<file path="config.mk">
export PLATFORM = sky130hd
export DESIGN_NAME = can_rx_flags
export DESIGN_NICKNAME = d
export VERILOG_FILES = /design/src/common/can_rx_flags_pkg.sv /design/src/rtl/can_rx_flags.sv
export SDC_FILE = /design/constraint.sdc
export NUM_CORES = 1
export LEC_CHECK = 0
export ABC_CLOCK_PERIOD_IN_PS = 2100
export BUFFER_PORTS_ARGS = -buffer_cell sky130_fd_sc_hd__buf_2
export CAP_MARGIN = 10
export CELL_PAD_IN_SITES_DETAIL_PLACEMENT = 0
export CELL_PAD_IN_SITES_GLOBAL_PLACEMENT = 1
export CORE_MARGIN = 10
export CORE_UTILIZATION = 33
export CTS_CLUSTER_DIAMETER = 30
export CTS_CLUSTER_SIZE = 30
export DETAILED_ROUTE_END_ITERATION = 6
export GPL_ROUTABILITY_DRIVEN = 1
export GPL_TIMING_DRIVEN = 0
export MAX_ROUTING_LAYER = met4
export PLACE_DENSITY_LB_ADDON = 0.1
export SLEW_MARGIN = 5
export SYNTH_ARGS = -nofsm -noshare
export SYNTH_HDL_FRONTEND = slang
export SYNTH_SLANG_ARGS = --single-unit
</file>
<file path="constraint.sdc">
create_clock -name clk_i -period 2.1 [get_ports clk_i]
set_input_delay 0.21 -clock clk_i [delete_from_list [all_inputs] [get_ports clk_i]]
set_output_delay 0.21 -clock clk_i [all_outputs]
set_load 0.03 [all_outputs]
</file>
<file path="src/common/can_rx_flags_pkg.sv">
// Purpose: Shared constants for the receiver flag and bus-state block
// Assumes: 8-bit and 3-bit registers in the low bits of 32-bit Wishbone words
// Notes:   Offsets are byte addresses
package can_rx_flags_pkg;
  localparam logic [7:0] flags_offset      = 8'h00;
  localparam logic [7:0] enables_offset    = 8'h04;
  localparam logic [7:0] control_offset    = 8'h08;
  localparam logic [7:0] irq_status_offset = 8'h0C;
  localparam logic [7:0] irq_mask_offset   = 8'h10;

  localparam int wakeup_bit    = 7;
  localparam int status_bit    = 6;
  localparam int overrun_bit   = 1;
  localparam int full_bit      = 0;
  localparam int wakeup_enable_bit      = 0;
  localparam int init_rq_bit   = 1;
  localparam int init_ak_bit   = 2;
  localparam int sleep_ak_bit  = 3;

  localparam logic [7:0] flags_reset   = 8'h00;
  localparam logic [7:0] enables_reset = 8'h00;
  localparam logic [7:0] control_reset = 8'h00;
  localparam logic [2:0] irq_reset     = 3'h0;

  localparam logic [8:0] warn_limit    = 9'h060;
  localparam logic [8:0] err_limit     = 9'h07F;
  localparam logic [8:0] busoff_limit  = 9'h0FF;

  typedef enum logic [1:0] {
    st_ok      = 2'b00,
    st_warning = 2'b01,
    st_error   = 2'b10,
    st_bus_off = 2'b11
  } bus_state_type;
endpackage : can_rx_flags_pkg

</file>
<file path="src/rtl/can_rx_flags.sv">
// Purpose: Receiver flags, bus-state fields and interrupt requests
// Assumes: Protocol engine inputs are on clk_i; bus_activity_i is a pin
// Notes:   Interrupt status bits are wakeup, error, receive (bits 2:0)
// Function
// - Flags cleared by writing one, condition gone
// - Init mode holds flag register reset
// - Bus-state fields survive initialization mode
// - Zero writes ignored; state fields read-only
// - Sleep bus activity sets wakeup flag
// - Enabled flags keep their interrupt pending
// - Bus-state change sets status change flag
// - State fields frozen while status flag set
// - Receiver state encoded from error counters
// - Transmitter state derived from error counters
// - Overrun event sets overrun flag
// - Good message shift sets buffer full
// - Full flag blocks foreground buffer shift
// - Bus-off forces receiver bus-off, then ok
//
// The placing of the registers and the Wishbone register port were left to the implementer.
`timescale 1ns/1ps
module can_rx_flags (
  input  wire logic        clk_i,
  input  wire logic        rst_i,
  input  wire logic        cyc_i,
  input  wire logic        stb_i,
  input  wire logic        we_i,
  input  wire logic [7:0]  adr_i,
  input  wire logic [3:0]  sel_i,
  input  wire logic [31:0] dat_i,
  output logic      [31:0] dat_o,
  output logic             ack_o,
  input  wire logic [8:0]  tx_err_count_i,
  input  wire logic [7:0]  rx_err_count_i,
  input  wire logic        bus_activity_i,
  input  wire logic        overrun_event_i,
  input  wire logic        msg_good_i,
  input  wire logic        fifo_not_empty_i,
  output logic             shift_foreground_o,
  output logic             wakeup_irq_o,
  output logic             error_irq_o,
  output logic             receive_irq_o,
  output logic             irq_o
);
  import can_rx_flags_pkg::*;

  logic [7:0] flags, next_flags;
  logic [7:0] enables, next_enables;
  logic [7:0] control, next_control;
  logic [1:0] rx_state, next_rx_state;
  logic [1:0] tx_state, next_tx_state;
  logic [2:0] irq_status, next_irq_status;
  logic [2:0] irq_mask, next_irq_mask;
  logic [31:0] next_dat;
  logic       next_ack, next_shift, next_irq;
  logic       act_meta, act_sync, act_prev;
  logic       init_mode, wr, rd;
  logic [1:0] rx_calc, tx_calc, rx_target;
  logic [2:0] irq_events;

  // Receiver state from counters; bus-off overrides
  function automatic logic [1:0] rx_code(input logic [8:0] tec, input logic [7:0] rec);
    if (tec > busoff_limit) rx_code = st_bus_off;
    else if ({1'b0, rec} > err_limit) rx_code = st_error;
    else if ({1'b0, rec} > warn_limit) rx_code = st_warning;
    else rx_code = st_ok;
  endfunction : rx_code

  // Transmitter state uses the same thresholds on TEC
  function automatic logic [1:0] tx_code(input logic [8:0] tec);
    if (tec > busoff_limit) tx_code = st_bus_off;
    else if (tec > err_limit) tx_code = st_error;
    else if (tec > warn_limit) tx_code = st_warning;
    else tx_code = st_ok;
  endfunction : tx_code

  // Pin synchroniser; second stage and its delayed copy form the edge detect
  always_ff @(posedge clk_i) begin
    if (rst_i) begin
      act_meta <= 1'b0;
      act_sync <= 1'b0;
      act_prev <= 1'b0;
    end else begin
      act_meta <= bus_activity_i;
      act_sync <= act_meta;
      act_prev <= act_sync;
    end
  end

  assign init_mode  = control[init_rq_bit] & control[init_ak_bit];
  assign wr         = cyc_i & stb_i & we_i & sel_i[0] & ~ack_o;
  assign rd         = cyc_i & stb_i & ~ack_o;
  assign rx_calc    = rx_code(tx_err_count_i, rx_err_count_i);
  assign tx_calc    = tx_code(tx_err_count_i);
  // Bus-off exit skips the receiver to ok, even with REC still high
  assign rx_target  = (rx_state == st_bus_off && tx_calc != st_bus_off) ? st_ok : rx_calc;

  always_comb begin
    next_flags      = flags;
    next_enables    = enables;
    next_control    = control;
    next_rx_state   = rx_state;
    next_tx_state   = tx_state;
    next_irq_status = irq_status;
    next_irq_mask   = irq_mask;
    next_shift      = 1'b0;
    // Fields update only while no status change is pending
    if (!flags[status_bit]) begin
      next_rx_state = rx_target;
      next_tx_state = tx_calc;
      if (rx_target != rx_state || tx_calc != tx_state)
        next_flags[status_bit] = 1'b1;
    end
    // Clears first, so a same-cycle set wins
    if (wr && adr_i == flags_offset && !init_mode) begin
      if (dat_i[wakeup_bit] && !(control[sleep_ak_bit] && act_sync && !act_prev))
        next_flags[wakeup_bit] = 1'b0;
      if (dat_i[status_bit] && flags[status_bit])
        next_flags[status_bit] = 1'b0;
      if (dat_i[overrun_bit] && !overrun_event_i)
        next_flags[overrun_bit] = 1'b0;
      if (dat_i[full_bit])
        next_flags[full_bit] = 1'b0;
    end
    if (control[sleep_ak_bit] && control[wakeup_enable_bit] && act_sync && !act_prev)
      next_flags[wakeup_bit] = 1'b1;
    if (overrun_event_i)
      next_flags[overrun_bit] = 1'b1;
    // Shift only while the foreground buffer is free
    if (!flags[full_bit] && fifo_not_empty_i && msg_good_i && !init_mode) begin
      next_shift = 1'b1;
      next_flags[full_bit] = 1'b1;
    end
    next_flags[5:2] = {next_rx_state, next_tx_state};
    // Flags back to reset, state fields keep running
    if (init_mode) begin
      next_flags   = {flags_reset[7:6], next_rx_state, next_tx_state, flags_reset[1:0]};
      next_enables = {enables_reset[7:6], enables[5:2], enables_reset[1:0]};
    end else if (wr && adr_i == enables_offset) begin
      next_enables = dat_i[7:0];
    end
    if (wr && adr_i == control_offset)
      next_control = dat_i[7:0];
    if (wr && adr_i == irq_mask_offset)
      next_irq_mask = dat_i[2:0];
    if (wr && adr_i == irq_status_offset)
      next_irq_status = irq_status & ~dat_i[2:0];
    next_irq_status = next_irq_status | irq_events;
    next_irq        = |(next_irq_status & irq_mask);
  end

  // Pending requests per flag and enable
  assign irq_events = {flags[wakeup_bit] & enables[wakeup_bit],
                       (flags[status_bit] & enables[status_bit]) |
                       (flags[overrun_bit] & enables[overrun_bit]),
                       flags[full_bit] & enables[full_bit]};

  always_comb begin
    next_dat = 32'h0000_0000;
    next_ack = rd;
    unique case (adr_i)
      flags_offset:      next_dat = {24'h00_0000, flags};
      enables_offset:    next_dat = {24'h00_0000, enables};
      control_offset:    next_dat = {24'h00_0000, control};
      irq_status_offset: next_dat = {29'h0000_0000, irq_status};
      irq_mask_offset:   next_dat = {29'h0000_0000, irq_mask};
      default:           next_dat = 32'h0000_0000;
    endcase
  end

  always_ff @(posedge clk_i) begin
    if (rst_i) begin
      flags              <= flags_reset;
      enables            <= enables_reset;
      control            <= control_reset;
      rx_state           <= st_ok;
      tx_state           <= st_ok;
      irq_status         <= irq_reset;
      irq_mask           <= irq_reset;
      dat_o              <= 32'h0000_0000;
      ack_o              <= 1'b0;
      shift_foreground_o <= 1'b0;
      wakeup_irq_o       <= 1'b0;
      error_irq_o        <= 1'b0;
      receive_irq_o      <= 1'b0;
      irq_o              <= 1'b0;
    end else begin
      flags              <= next_flags;
      enables            <= next_enables;
      control            <= next_control;
      rx_state           <= next_rx_state;
      tx_state           <= next_tx_state;
      irq_status         <= next_irq_status;
      irq_mask           <= next_irq_mask;
      dat_o              <= next_dat;
      ack_o              <= next_ack;
      shift_foreground_o <= next_shift;
      wakeup_irq_o       <= irq_events[2];
      error_irq_o        <= irq_events[1];
      receive_irq_o      <= irq_events[0];
      irq_o              <= next_irq;
    end
  end
endmodule : can_rx_flags

</file>
==> results by group, run 1 <==
Die
  • Ports: 108
  • Die area: 0.0107 sq mm
  • Core Rows: 30
  • Initial Util: 0.338
  • Die Wd: 103 um
  • Die Y: 103 um
  • Core footprint: 0.00679 sq mm

Setup path
  • Largest stage delay on the critical path: 0.82 ns
  • Crit-path max FO: 8
  • Kind of critical path: register to register
  • Critical Path AT: 2.02 ns
  • Worst Path Required: 2.28 ns
  • Critical path endpoint category: register
  • CP cell instances: nand3b_1 > nor4_4 > mux2i_1 > nor2_1
  • FF-to-FF path depth: 4
  • CP Launch Type: register
  • RR Startpoint: ack_o
  • FF-to-FF setup slack: 0.26 ns
  • Worst R2R End: control[1]
  • Critical path's slowest cell: nor4_4

Timing
  • Hold WS: 0.117 ns
  • Fmax achieved: 543 MHz
  • Final cycle utilization of the critical path: 0.878
  • Rel. slew slack: 0.423
  • Unrepaired setup endpoints after global routing: false
  • Pins Over Slew Limit: 0
  • Final Hold Viols: 0
  • Min Tclk post-route: 1.84 ns
  • Slew @ Worst Pin: 0.859 ns
  • Final worst slack: 0.257 ns
  • # setup viols final: 0
  • TNS Setup: 0 ns
  • Clock Skews: 0.0117 ns

CTS
  • CTS tree: built
  • CTS Buf Count: 5
  • Cts hold-fix bufs: 0
  • H-tree levels: 2
  • Clock Tree Root: clkbuf_8
  • CTS sink count: 47
  • CTS clk-pin slew, worst paths: 0.09 ns
  • Max Buffers Root-to-Sink: 2
  • Worst-skew pair later-pin latency: 0.31 ns

Yosys
  • Seq/Total Area, Yosys: 0.410
  • Post-synth EDFFs: 0
  • Cell taking the most area after synthesis: dfxtp_1
  • Top-area cell type share of the netlist area: 0.410
  • Ys flop type: dfxtp_1
  • Synth Register Bits: 47
  • Mean Syn Cell Area: 8.57 sq um
  • Async SR Flop Fraction: 0
  • Synth area leaders: dfxtp_1 (41%), buf_4 (7.8%), mux2i_1 (6.1%), nor2_1 (5.4%), a21oi_1 (5.2%)
  • Top-count cell post-synth: dfxtp_1
  • Commonest cells in the netlist: dfxtp_1 (47), nor2_1 (33), a21oi_1 (24), buf_4 (24), nand2_1 (19)
  • Ys Warns: 0
  • Synth unique cells: 44
  • Cells after Synth: 268
  • Mapped Area: 0.00230 sq mm

Global routing
  • GRT Overall Usage: 0.127
  • Met3 GRT Util: 0.0246
  • Initial antenna violation count: 0
  • Grt met2 use: 0.191
  • GR peak layer: met2
  • Met1 GRT Util: 0.170
  • Vias in the first global route: 2024
  • First-pass GRT wire length: 10300 um
  • Largest net degree at the start of global routing: 16
  • Global-route congestion overflow total: 0

Detailed routing
  • DRT Pass-1 Iters: 4
  • Detailed Route WL: 6660 um
  • Drt initial violations: 136
  • Per-cell routed wire length: 14.8 um
  • ANT nets after route: 0
  • Vias per cell: 4.72
  • Via count: 2118
  • DRC viols: 0

Pwr
  • P per Cell Area: 639 mW/mm^2
  • Overall power: 1.85 mW
  • Lkg Pwr: 1.22 nW
  • Max IR drop VDD: 0.292 mV

Place
  • Final HPWL DP: 5260 um
  • Post-Place Worst Slack: -0.0816 ns
  • Input/output buffers: 54
  • GPL Wtd Cong: 0.822

Finish
  • P&R area growth vs syn: 25.9%
  • Share of cells above drive strength 1: 0.278
  • Final core utilization: 0.426
  • Area of the multi-input gates: 0.00122 sq mm
  • Final Net Count: 422
  • Register area: 941 sq um
  • # fillers: 714
  • Antenna cell count: 0

Worst hold path
  • Hold Path Class: input pin to register
  • Cells on Worst Hold Path: 2
  • Hold Path Sink: act_meta
  • HP Start: bus_activity_i

Status
  • Status: completed

Run
  • Max-cap violations: 0
[cells by family (layout without fill, tap and decap cells)]
logic type	after synthesis	in the layout	synth area share
DFF	47	47	0.410
xor gates and xnor gates	1	1	0.00381
buffers and inverters	37	99	0.101
AOI/OAI and AO/OA	60	60	0.161
other	1	24	0.00163
muxes	18	18	0.0806
and+or+nand+nor	104	104	0.243
[flip-flops by register name (all words and copies together) (netlist names), 3 cells and up]
signal and count:
control 8, flags 8, irq_status 3, enables 8, irq_mask 3, dat_o 8
[worst max path at each step]
| stage | cells past startpoint | to | startpoint |
|---|---|---|---|
| 6_report | 4 | control[1] | ack_o |
| 5_1_grt | 4 | control[2] | ack_o |
| 4_1_cts | 4 | control[1] | ack_o |
| 3_5_place_dp | 5 | enables[4] | adr_i[1] |
| 3_3_place_gp | 5 | enables[5] | adr_i[1] |
| 2_1_floorplan | 4 | control[0] | adr_i[5] |
[cells in the final DEF (no fill, tap or decap), types with 2 or more instances in the layout]
cell       Yosys  layout
o21ai_0       12      12
o2bb2ai_1      3       3
and3b_1        2       2
mux2_2         4       4
mux2i_1       14      14
nand2_1       19      19
clkbuf_1       7       7
dfxtp_1       47      47
nor4_1         3       3
a31oi_1        3       3
or4_1          2       2
o211ai_1       2       2
o31ai_1        2       2
nand3_1       10      10
nand2b_1       3       3
conb_1         1      24
nand4_1        2       2
nor2b_1        8       8
inv_1          4       4
nor3b_1        2       2
and2_1         2       2
nor3_1         5       5
nor2_1        33      33
nor4bb_1       2       2
clkbuf_8       0       5
a311oi_1       2       2
a22oi_1        4       4
buf_4         24      24
a22o_1         3       3
a21oi_1       24      24
nand3b_1       4       4
buf_2          2      56
[metrics by stage]
step	instance area [sq um]	std cells
6_report	2890	449
5_1_grt	2890	449
4_1_cts	2890	449
3_5_place_dp	2770	441
3_3_place_gp	2770	441
2_1_floorplan	2380	291
[repair_timing]
| action | CTS | global route |
|---|---|---|
| hold endpoints to repair | 0 | 0 |
| resized for setup | 0 | 1 |
| buffers inserted | 0 | 0 |
| setup endpoints to repair | 0 | 4 |
[area by class of cell]
| cell class | instances | area share |
|---|---|---|
| multi-input cells | 207 | 0.421 |
| flip-flops and latches | 47 | 0.325 |
| repair buffers | 54 | 0.0934 |
| plain buffers | 33 | 0.0748 |
| well taps | 96 | 0.0415 |
| clock buffers | 5 | 0.0238 |
| clock inverters | 3 | 0.0151 |
| inverters | 4 | 0.00519 |
[report_power, final]
group / leakage (nW) / internal, mW / switching [mW] / total, mW
Clock: 0.0581 / 0.355 / 0.319 / 0.674
Sequential: 0.381 / 0.904 / 0.0141 / 0.918
Combinational: 0.784 / 0.0996 / 0.158 / 0.257
[worst max-delay path, delay by kind of cell, from the launching register on]
kind	cells	cell delay, ns
DFF	1	0.33
and+or+nand+nor	3	1.11
muxes	1	0.28
[per-layer routing]
| layer | wire length, um | part of all wire |
|---|---|---|
| met2 | 2950 | 0.44 |
| met4 | 73 | 0.011 |
| met1 | 3410 | 0.51 |
| met3 | 223 | 0.033 |
| met5 | 0 | 0 |
Power figures use the tool's default switching activity.
==> run 2, diff against run 1 <==
--- a/config.mk
+++ b/config.mk
@@ -8,7 +8,7 @@
 export ABC_CLOCK_PERIOD_IN_PS = 2100
 export BUFFER_PORTS_ARGS = -buffer_cell sky130_fd_sc_hd__buf_2
 export CAP_MARGIN = 10
-export CELL_PAD_IN_SITES_DETAIL_PLACEMENT = 0
+export CELL_PAD_IN_SITES_DETAIL_PLACEMENT = 1
 export CELL_PAD_IN_SITES_GLOBAL_PLACEMENT = 1
 export CORE_MARGIN = 10
 export CORE_UTILIZATION = 33
==> run 2 against run 1 <==
Core utilization grew 0.13 points. Routed wire length grew 6.1%. Clock power rose by 6.1%. Non-clock buffer count did not move. Total power is 2.3% higher. Sequential share of layout area is 0.098 points lower. Maximum frequency rose by 1.4%. Clock skew fell by 0.00061 ns. Combinational power barely moved. First-iteration DRC count shrank 22%. Sequential power barely moved. Flip-flop and latch count did not move. Critical path type unchanged.
==> results by group, run 2 (synthesis gave the netlist of run 1 again) <==
CTS
  • CTS Buf Count: 5 (unchanged)
  • Worst-skew pair later-pin latency: 0.31 ns (about the same)
  • CTS sink count: 47 (unchanged)
  • CTS clk-pin slew, worst paths: 0.10 ns (about the same)
  • Clock Tree Root: clkbuf_8
  • Max Buffers Root-to-Sink: 2 (unchanged)
  • H-tree levels: 2 (unchanged)
  • Cts hold-fix bufs: 0 (unchanged)
  • CTS tree: built
  • Setup Buffers After CTS: 0 (unchanged)

Die
  • Die Y: 103 um (unchanged)
  • Initial Util: 0.338 (unchanged)
  • Die Wd: 103 um (unchanged)
  • Ports: 108 (unchanged)
  • Core Rows: 30 (unchanged)
  • Die area: 0.0107 sq mm (unchanged)
  • Core footprint: 0.00679 sq mm (unchanged)

Timing
  • # setup viols final: 0 (unchanged)
  • Fmax achieved: 550 MHz (+1.4%)
  • Final worst slack: 0.283 ns (+0.0256 ns)
  • Clock Skews: 0.0111 ns (-0.000613 ns)
  • Final Hold Viols: 0 (unchanged)
  • Hold WS: 0.120 ns (+0.00343 ns)
  • Min Tclk post-route: 1.82 ns (-0.0256 ns)
  • Rel. slew slack: 0.431 (+0.00828)
  • Final cycle utilization of the critical path: 0.865 (-0.0122)
  • Unrepaired setup endpoints after global routing: false
  • Pins Over Slew Limit: 0 (unchanged)
  • Slew @ Worst Pin: 0.847 ns (-0.0123 ns)

Detailed routing
  • Detailed Route WL: 7070 um (+6.1%)
  • Via count: 2175 (+2.7%)
  • DRT Pass-1 Iters: 4 (unchanged)
  • Drt initial violations: 106 (-22%)
  • DRC viols: 0 (unchanged)
  • Per-cell routed wire length: 15.7 um (+6.1%)
  • Vias per cell: 4.84 (+2.7%)
  • ANT nets after route: 0 (unchanged)

Global routing
  • Largest net degree at the start of global routing: 16 (unchanged)
  • Vias in the first global route: 2173 (+7.4%)
  • GRT Overall Usage: 0.137 (+0.0106)
  • Global-route congestion overflow total: 0 (unchanged)
  • Met3 GRT Util: 0.0252 (+0.000664)
  • First-pass GRT wire length: 11100 um (+7.8%)
  • GR peak layer: met2
  • Grt met2 use: 0.213 (+0.0219)
  • Met1 GRT Util: 0.178 (+0.00780)
  • Initial antenna violation count: 0 (unchanged)

Finish
  • # fillers: 850 (+19%)
  • Fin area: 0.00290 sq mm (+0.30%)
  • Share of cells above drive strength 1: 0.278 (unchanged)
  • Antenna cell count: 0 (unchanged)
  • Final instance count without filler cells: 449 (unchanged)
  • Final Net Count: 422 (unchanged)
  • Commonest non-fill, non-tap cell in the layout: buf_2
  • P&R area growth vs syn: 26.3%
  • Most frequent cells in the layout: buf_2 (56), dfxtp_1 (47), nor2_1 (33)

Pwr
  • P per Cell Area: 652 mW/mm^2 (+2.0%)
  • Max IR drop VDD: 0.239 mV (-18%)
  • Lkg Pwr: 1.23 nW (+0.30%)
  • Overall power: 1.89 mW (+2.3%)

Status
  • Status: completed

Setup path
  • Critical path endpoint category: register
  • CP Launch Type: register
  • Worst Path Required: 2.28 ns (about the same)
  • Crit-path max FO: 8 (unchanged)
  • Critical Path AT: 2.00 ns (-0.02 ns)
  • Kind of critical path: register to register

Place
  • Input/output buffers: 54 (unchanged)
  • Final HPWL DP: 5670 um (+7.7%)
  • GPL Wtd Cong: 0.822 (unchanged)
  • Post-Place Worst Slack: -0.0852 ns (-0.00359 ns)
  • Post-place instance area: 0.00277 sq mm (unchanged)
  • Dpl cells: 441 (unchanged)

Worst hold path
  • Hold Path Class: input pin to register

Run
  • Max-cap violations: 0 (unchanged)
-- run 2: cell types whose count changed in the layout (fill, tap and decap cells not counted), sizes merged --
cell,before,now
clkinv,2,0
inv,4,5
clkbuf,12,13
-- run 2: area by class of cell --
| class | instances | area, sq um | area share |
|---|---|---|---|
| Multi-Input combinational cell | 207 | 1220 | 0.420 |
| Sequential cell | 47 | 941 | 0.324 |
| Timing Repair Buffer | 54 | 270 | 0.0931 |
| Clock inverter | 2 | 38.8 | 0.0134 |
| Inverter | 4 | 15.0 | 0.00517 |
| Buffer | 33 | 216 | 0.0746 |
| Tap cell | 96 | 120 | 0.0414 |
| Clock buffer | 6 | 82.6 | 0.0285 |
-- run 2: what timing repair did --
action / 4_1_cts / 5_1_grt
gates resized for setup: 0 / 1
endpoints found under the setup margin: 0 / 4
endpoints found under the hold margin: 0 / 0
-- run 2: worst paths after layout --
check | from | to | slack (ns) | depth (start not counted)
worst max-delay path | ack_o | control[5] | 0.28 | 4
worst min-delay path | fifo_not_empty_i | shift_foreground_o | 0.12 | 3
worst max register to register | ack_o | control[5] | 0.28 | 4
worst min register to register | act_meta | act_sync | 0.44 | 1
-- run 2: stage by stage --
step	TNS [ns]	utilization
finish	0	0.427
global route	0	0.427
CTS	0	0.426
detailed placement	-0.311	0.408
global placement	-0.132	0.408
floorplan	0	-
-- run 2: per-layer routing --
metal  routed length, um  up-vias
met1                3240     1029
met2                3270       68
met5                   0        -
li1                    -     1073
met4                  87        0
met3                 462        5
-- run 2: power breakdown --
part	leakage, nW	switching (mW)	total (mW)	internal [mW]
logic	0.784	0.159	0.259	0.0996
clock network	0.0618	0.323	0.715	0.392
registers	0.381	0.0147	0.919	0.904
total	1.23	0.497	1.89	1.40
-- run 2: critical path, stage by stage (launching register included) --
cell and delay [ns]:
dfxtp_1 0.33, nand3b_1 0.24, nor4_4 0.81, mux2i_1 0.27
nor2_1 0.05
==> run 3, diff against run 2 <==
--- a/config.mk
+++ b/config.mk
@@ -10,6 +10,7 @@
 export CAP_MARGIN = 10
 export CELL_PAD_IN_SITES_DETAIL_PLACEMENT = 1
 export CELL_PAD_IN_SITES_GLOBAL_PLACEMENT = 1
+export CORE_ASPECT_RATIO = 1.25
 export CORE_MARGIN = 10
 export CORE_UTILIZATION = 33
 export CTS_CLUSTER_DIAMETER = 30
==> run 3 against run 2 <==
Critical path depth unchanged. Combinational power is essentially flat. Core utilization rose by 0.43 points. Design area fell by 1.2%. Sequential share of layout area up 0.38 points. Via count shrank 0.41%. First-iteration DRC count shrank 36%. Routed wire length shrank 1.8%. Maximum frequency is 3.0% lower. Clock skew is 0.0033 ns lower. Largest power group unchanged.
==> results by group, run 3 (synthesis gave the netlist of run 1 again) <==
Setup path
  • Kind of critical path: register to register
  • FF-to-FF setup slack: 0.23 ns (-0.06 ns)
  • RR Startpoint: ack_o
  • Worst Path Required: 2.25 ns (-0.03 ns)
  • Critical Path AT: 2.02 ns (+0.02 ns)
  • FF-to-FF path depth: 4 (unchanged)
  • CP Launch Type: register
  • Crit-path max FO: 5 (-3)
  • Critical path endpoint category: register
  • Worst R2R End: flags[0]

Pwr
  • Switching part of the total: 0.274 (+0.0114)
  • Pint: 1.27 mW (-8.8%)
  • Clock power frac: 0.328 (-0.050)
  • Switch Pwr: 0.480 mW (-3.4%)
  • Seq pwr share: 0.524 (+0.038)
  • Max IR drop VDD: 0.307 mV (+28%)
  • Lkg Pwr: 1.21 nW (-1.2%)
  • P per Cell Area: 611 mW/mm^2 (-6.3%)
  • Combinational Power Share: 0.147 (+0.010)

Finish
  • Antenna cell count: 0 (unchanged)
  • Final Net Count: 422 (unchanged)
  • # fillers: 835 (-1.8%)
  • Final core utilization: 0.431 (+0.00432)
  • Most frequent cells in the layout: buf_2 (56), dfxtp_1 (47), nor2_1 (33)
  • Share of cells above drive strength 1: 0.278 (unchanged)
  • Commonest non-fill, non-tap cell in the layout: buf_2
  • P&R area growth vs syn: 24.8%

CTS
  • Cts hold-fix bufs: 0 (unchanged)
  • H-tree levels: 2 (unchanged)
  • Setup Buffers After CTS: 0 (unchanged)
  • Post-CTS sizing: 0 (unchanged)
  • CTS sink count: 47 (unchanged)
  • Max Buffers Root-to-Sink: 2 (unchanged)
  • Worst-skew pair later-pin latency: 0.29 ns (-0.02 ns)
  • CTS clk-pin slew, worst paths: 0.09 ns (about the same)
  • CTS Buf Count: 5 (unchanged)
  • CTS tree: built
  • Clock Tree Root: clkbuf_8

Global routing
  • Initial antenna violation count: 0 (unchanged)
  • Global-route congestion overflow total: 0 (unchanged)
  • Largest net degree at the start of global routing: 16 (unchanged)
  • Vias in the first global route: 2382 (+9.6%)
  • GRT Overall Usage: 0.135 (-0.00258)
  • First-pass GRT wire length: 11400 um (+2.5%)

Worst hold path
  • HP Start: dat_i[7]
  • Cells on Worst Hold Path: 2 (-1)
  • Hold Path Sink: flags[7]
  • Hold Path Class: input pin to register

Detailed routing
  • Vias per cell: 4.92 (+1.6%)
  • ANT nets after route: 0 (unchanged)
  • Detailed Route WL: 6940 um (-1.8%)
  • Per-cell routed wire length: 15.8 um (+0.25%)
  • Drt initial violations: 68 (-36%)
  • DRT Pass-1 Iters: 4 (unchanged)
  • Via count: 2166 (-0.41%)
  • DRC viols: 0 (unchanged)

Die
  • Die Y: 113 um (+9.5%)
  • Initial Util: 0.346 (+0.00745)
  • Die Wd: 94.6 um (-8.5%)
  • Ports: 108 (unchanged)
  • Core footprint: 0.00665 sq mm (-2.2%)
  • Die area: 0.0107 sq mm (+0.19%)
  • Core Rows: 33 (+10%)

Timing
  • # setup viols final: 0 (unchanged)
  • TNS Setup: 0 ns (unchanged)
  • Final Hold Viols: 0 (unchanged)
  • Slew @ Worst Pin: 0.883 ns (+0.0359 ns)
  • Fmax achieved: 534 MHz (-3.0%)
  • Min Tclk post-route: 1.87 ns (+0.0556 ns)
  • Pins Over Slew Limit: 0 (unchanged)
  • Clock Skews: 0.00774 ns (-0.00333 ns)
  • Rel. slew slack: 0.406 (-0.0251)
  • Final cycle utilization of the critical path: 0.892 (+0.0265)
  • Unrepaired setup endpoints after global routing: false

Place
  • Final HPWL DP: 5730 um (+1.0%)
  • Input/output buffers: 54 (unchanged)
  • GPL Wtd Cong: 0.855 (+4.0%)

Status
  • Status: completed

Run
  • Max-cap violations: 0 (unchanged)
run 3: cell count changes in the layout (fill, tap and decap cells not counted):
cell	change
bufinv_16	-1
clkinv_4	+1
clkinvlp_4	+1
inv_6	-1
run 3: critical path, cell delays in order, from the launching register on:
cell and delay [ns]:
dfxtp_1 0.33, and3b_1 0.30, nand2_1 0.15, nor4_1 0.75, a311oi_1 0.19
run 3: worst max-delay path by stage:
stage          slack (ns)      from  cells past startpoint          to
6_report             0.23     ack_o                      4    flags[0]
5_1_grt              0.13     ack_o                      4  control[5]
4_1_cts              0.19  adr_i[1]                      5  enables[2]
3_5_place_dp        -0.12  adr_i[1]                      5  enables[2]
3_3_place_gp        -0.08  adr_i[1]                      5  enables[4]
2_1_floorplan        0.42  adr_i[5]                      4  control[0]
run 3: metal layers:
metal / share of wire / vias to the layer above / routed length (um) / GRT usage
met1: 0.41 / 1025 / 2870 / 0.137
met4: 0.013 / 0 / 92 / 0.0380
met3: 0.040 / 8 / 277 / 0.0291
li1: - / 1076 / - / -
met5: 0 / - / 0 / -
met2: 0.53 / 57 / 3710 / 0.250
run 3: area by class of cell:
type                    instances  area [sq um]  share of cell area
multi-input cells             207          1220               0.425
flip-flops and latches         47           941               0.328
repair buffers                 54           270              0.0942
plain buffers                  33           216              0.0755
well taps                      87           109              0.0380
clock buffers                   6          82.6              0.0288
clock inverters                 2          16.3             0.00567
inverters                       4          15.0             0.00524
run 3: per-stage QoR:
stage | instances | hold WS (ns) | total power [mW] | instance area (sq um) | setup slack, ns
CTS | 440 | 0.118 | 1.77 | 2860 | 0.186
global placement | 432 | 0.424 | 1.19 | 2760 | -0.0811
finish | 440 | 0.126 | 1.75 | 2870 | 0.227
detailed placement | 432 | 0.438 | 1.20 | 2760 | -0.123
global route | 440 | 0.122 | 1.84 | 2870 | 0.134
floorplan | 291 | 0.311 | 1.11 | 2380 | 0.422
run 3: power groups by stage:
stage | Clock [mW] | Combinational [mW] | Sequential [mW]
6_report | 0.576 | 0.258 | 0.919
5_1_grt | 0.632 | 0.284 | 0.922
4_1_cts | 0.597 | 0.256 | 0.919
3_5_place_dp | 0 | 0.255 | 0.940
3_3_place_gp | 0 | 0.253 | 0.939
2_1_floorplan | 0 | 0.173 | 0.938
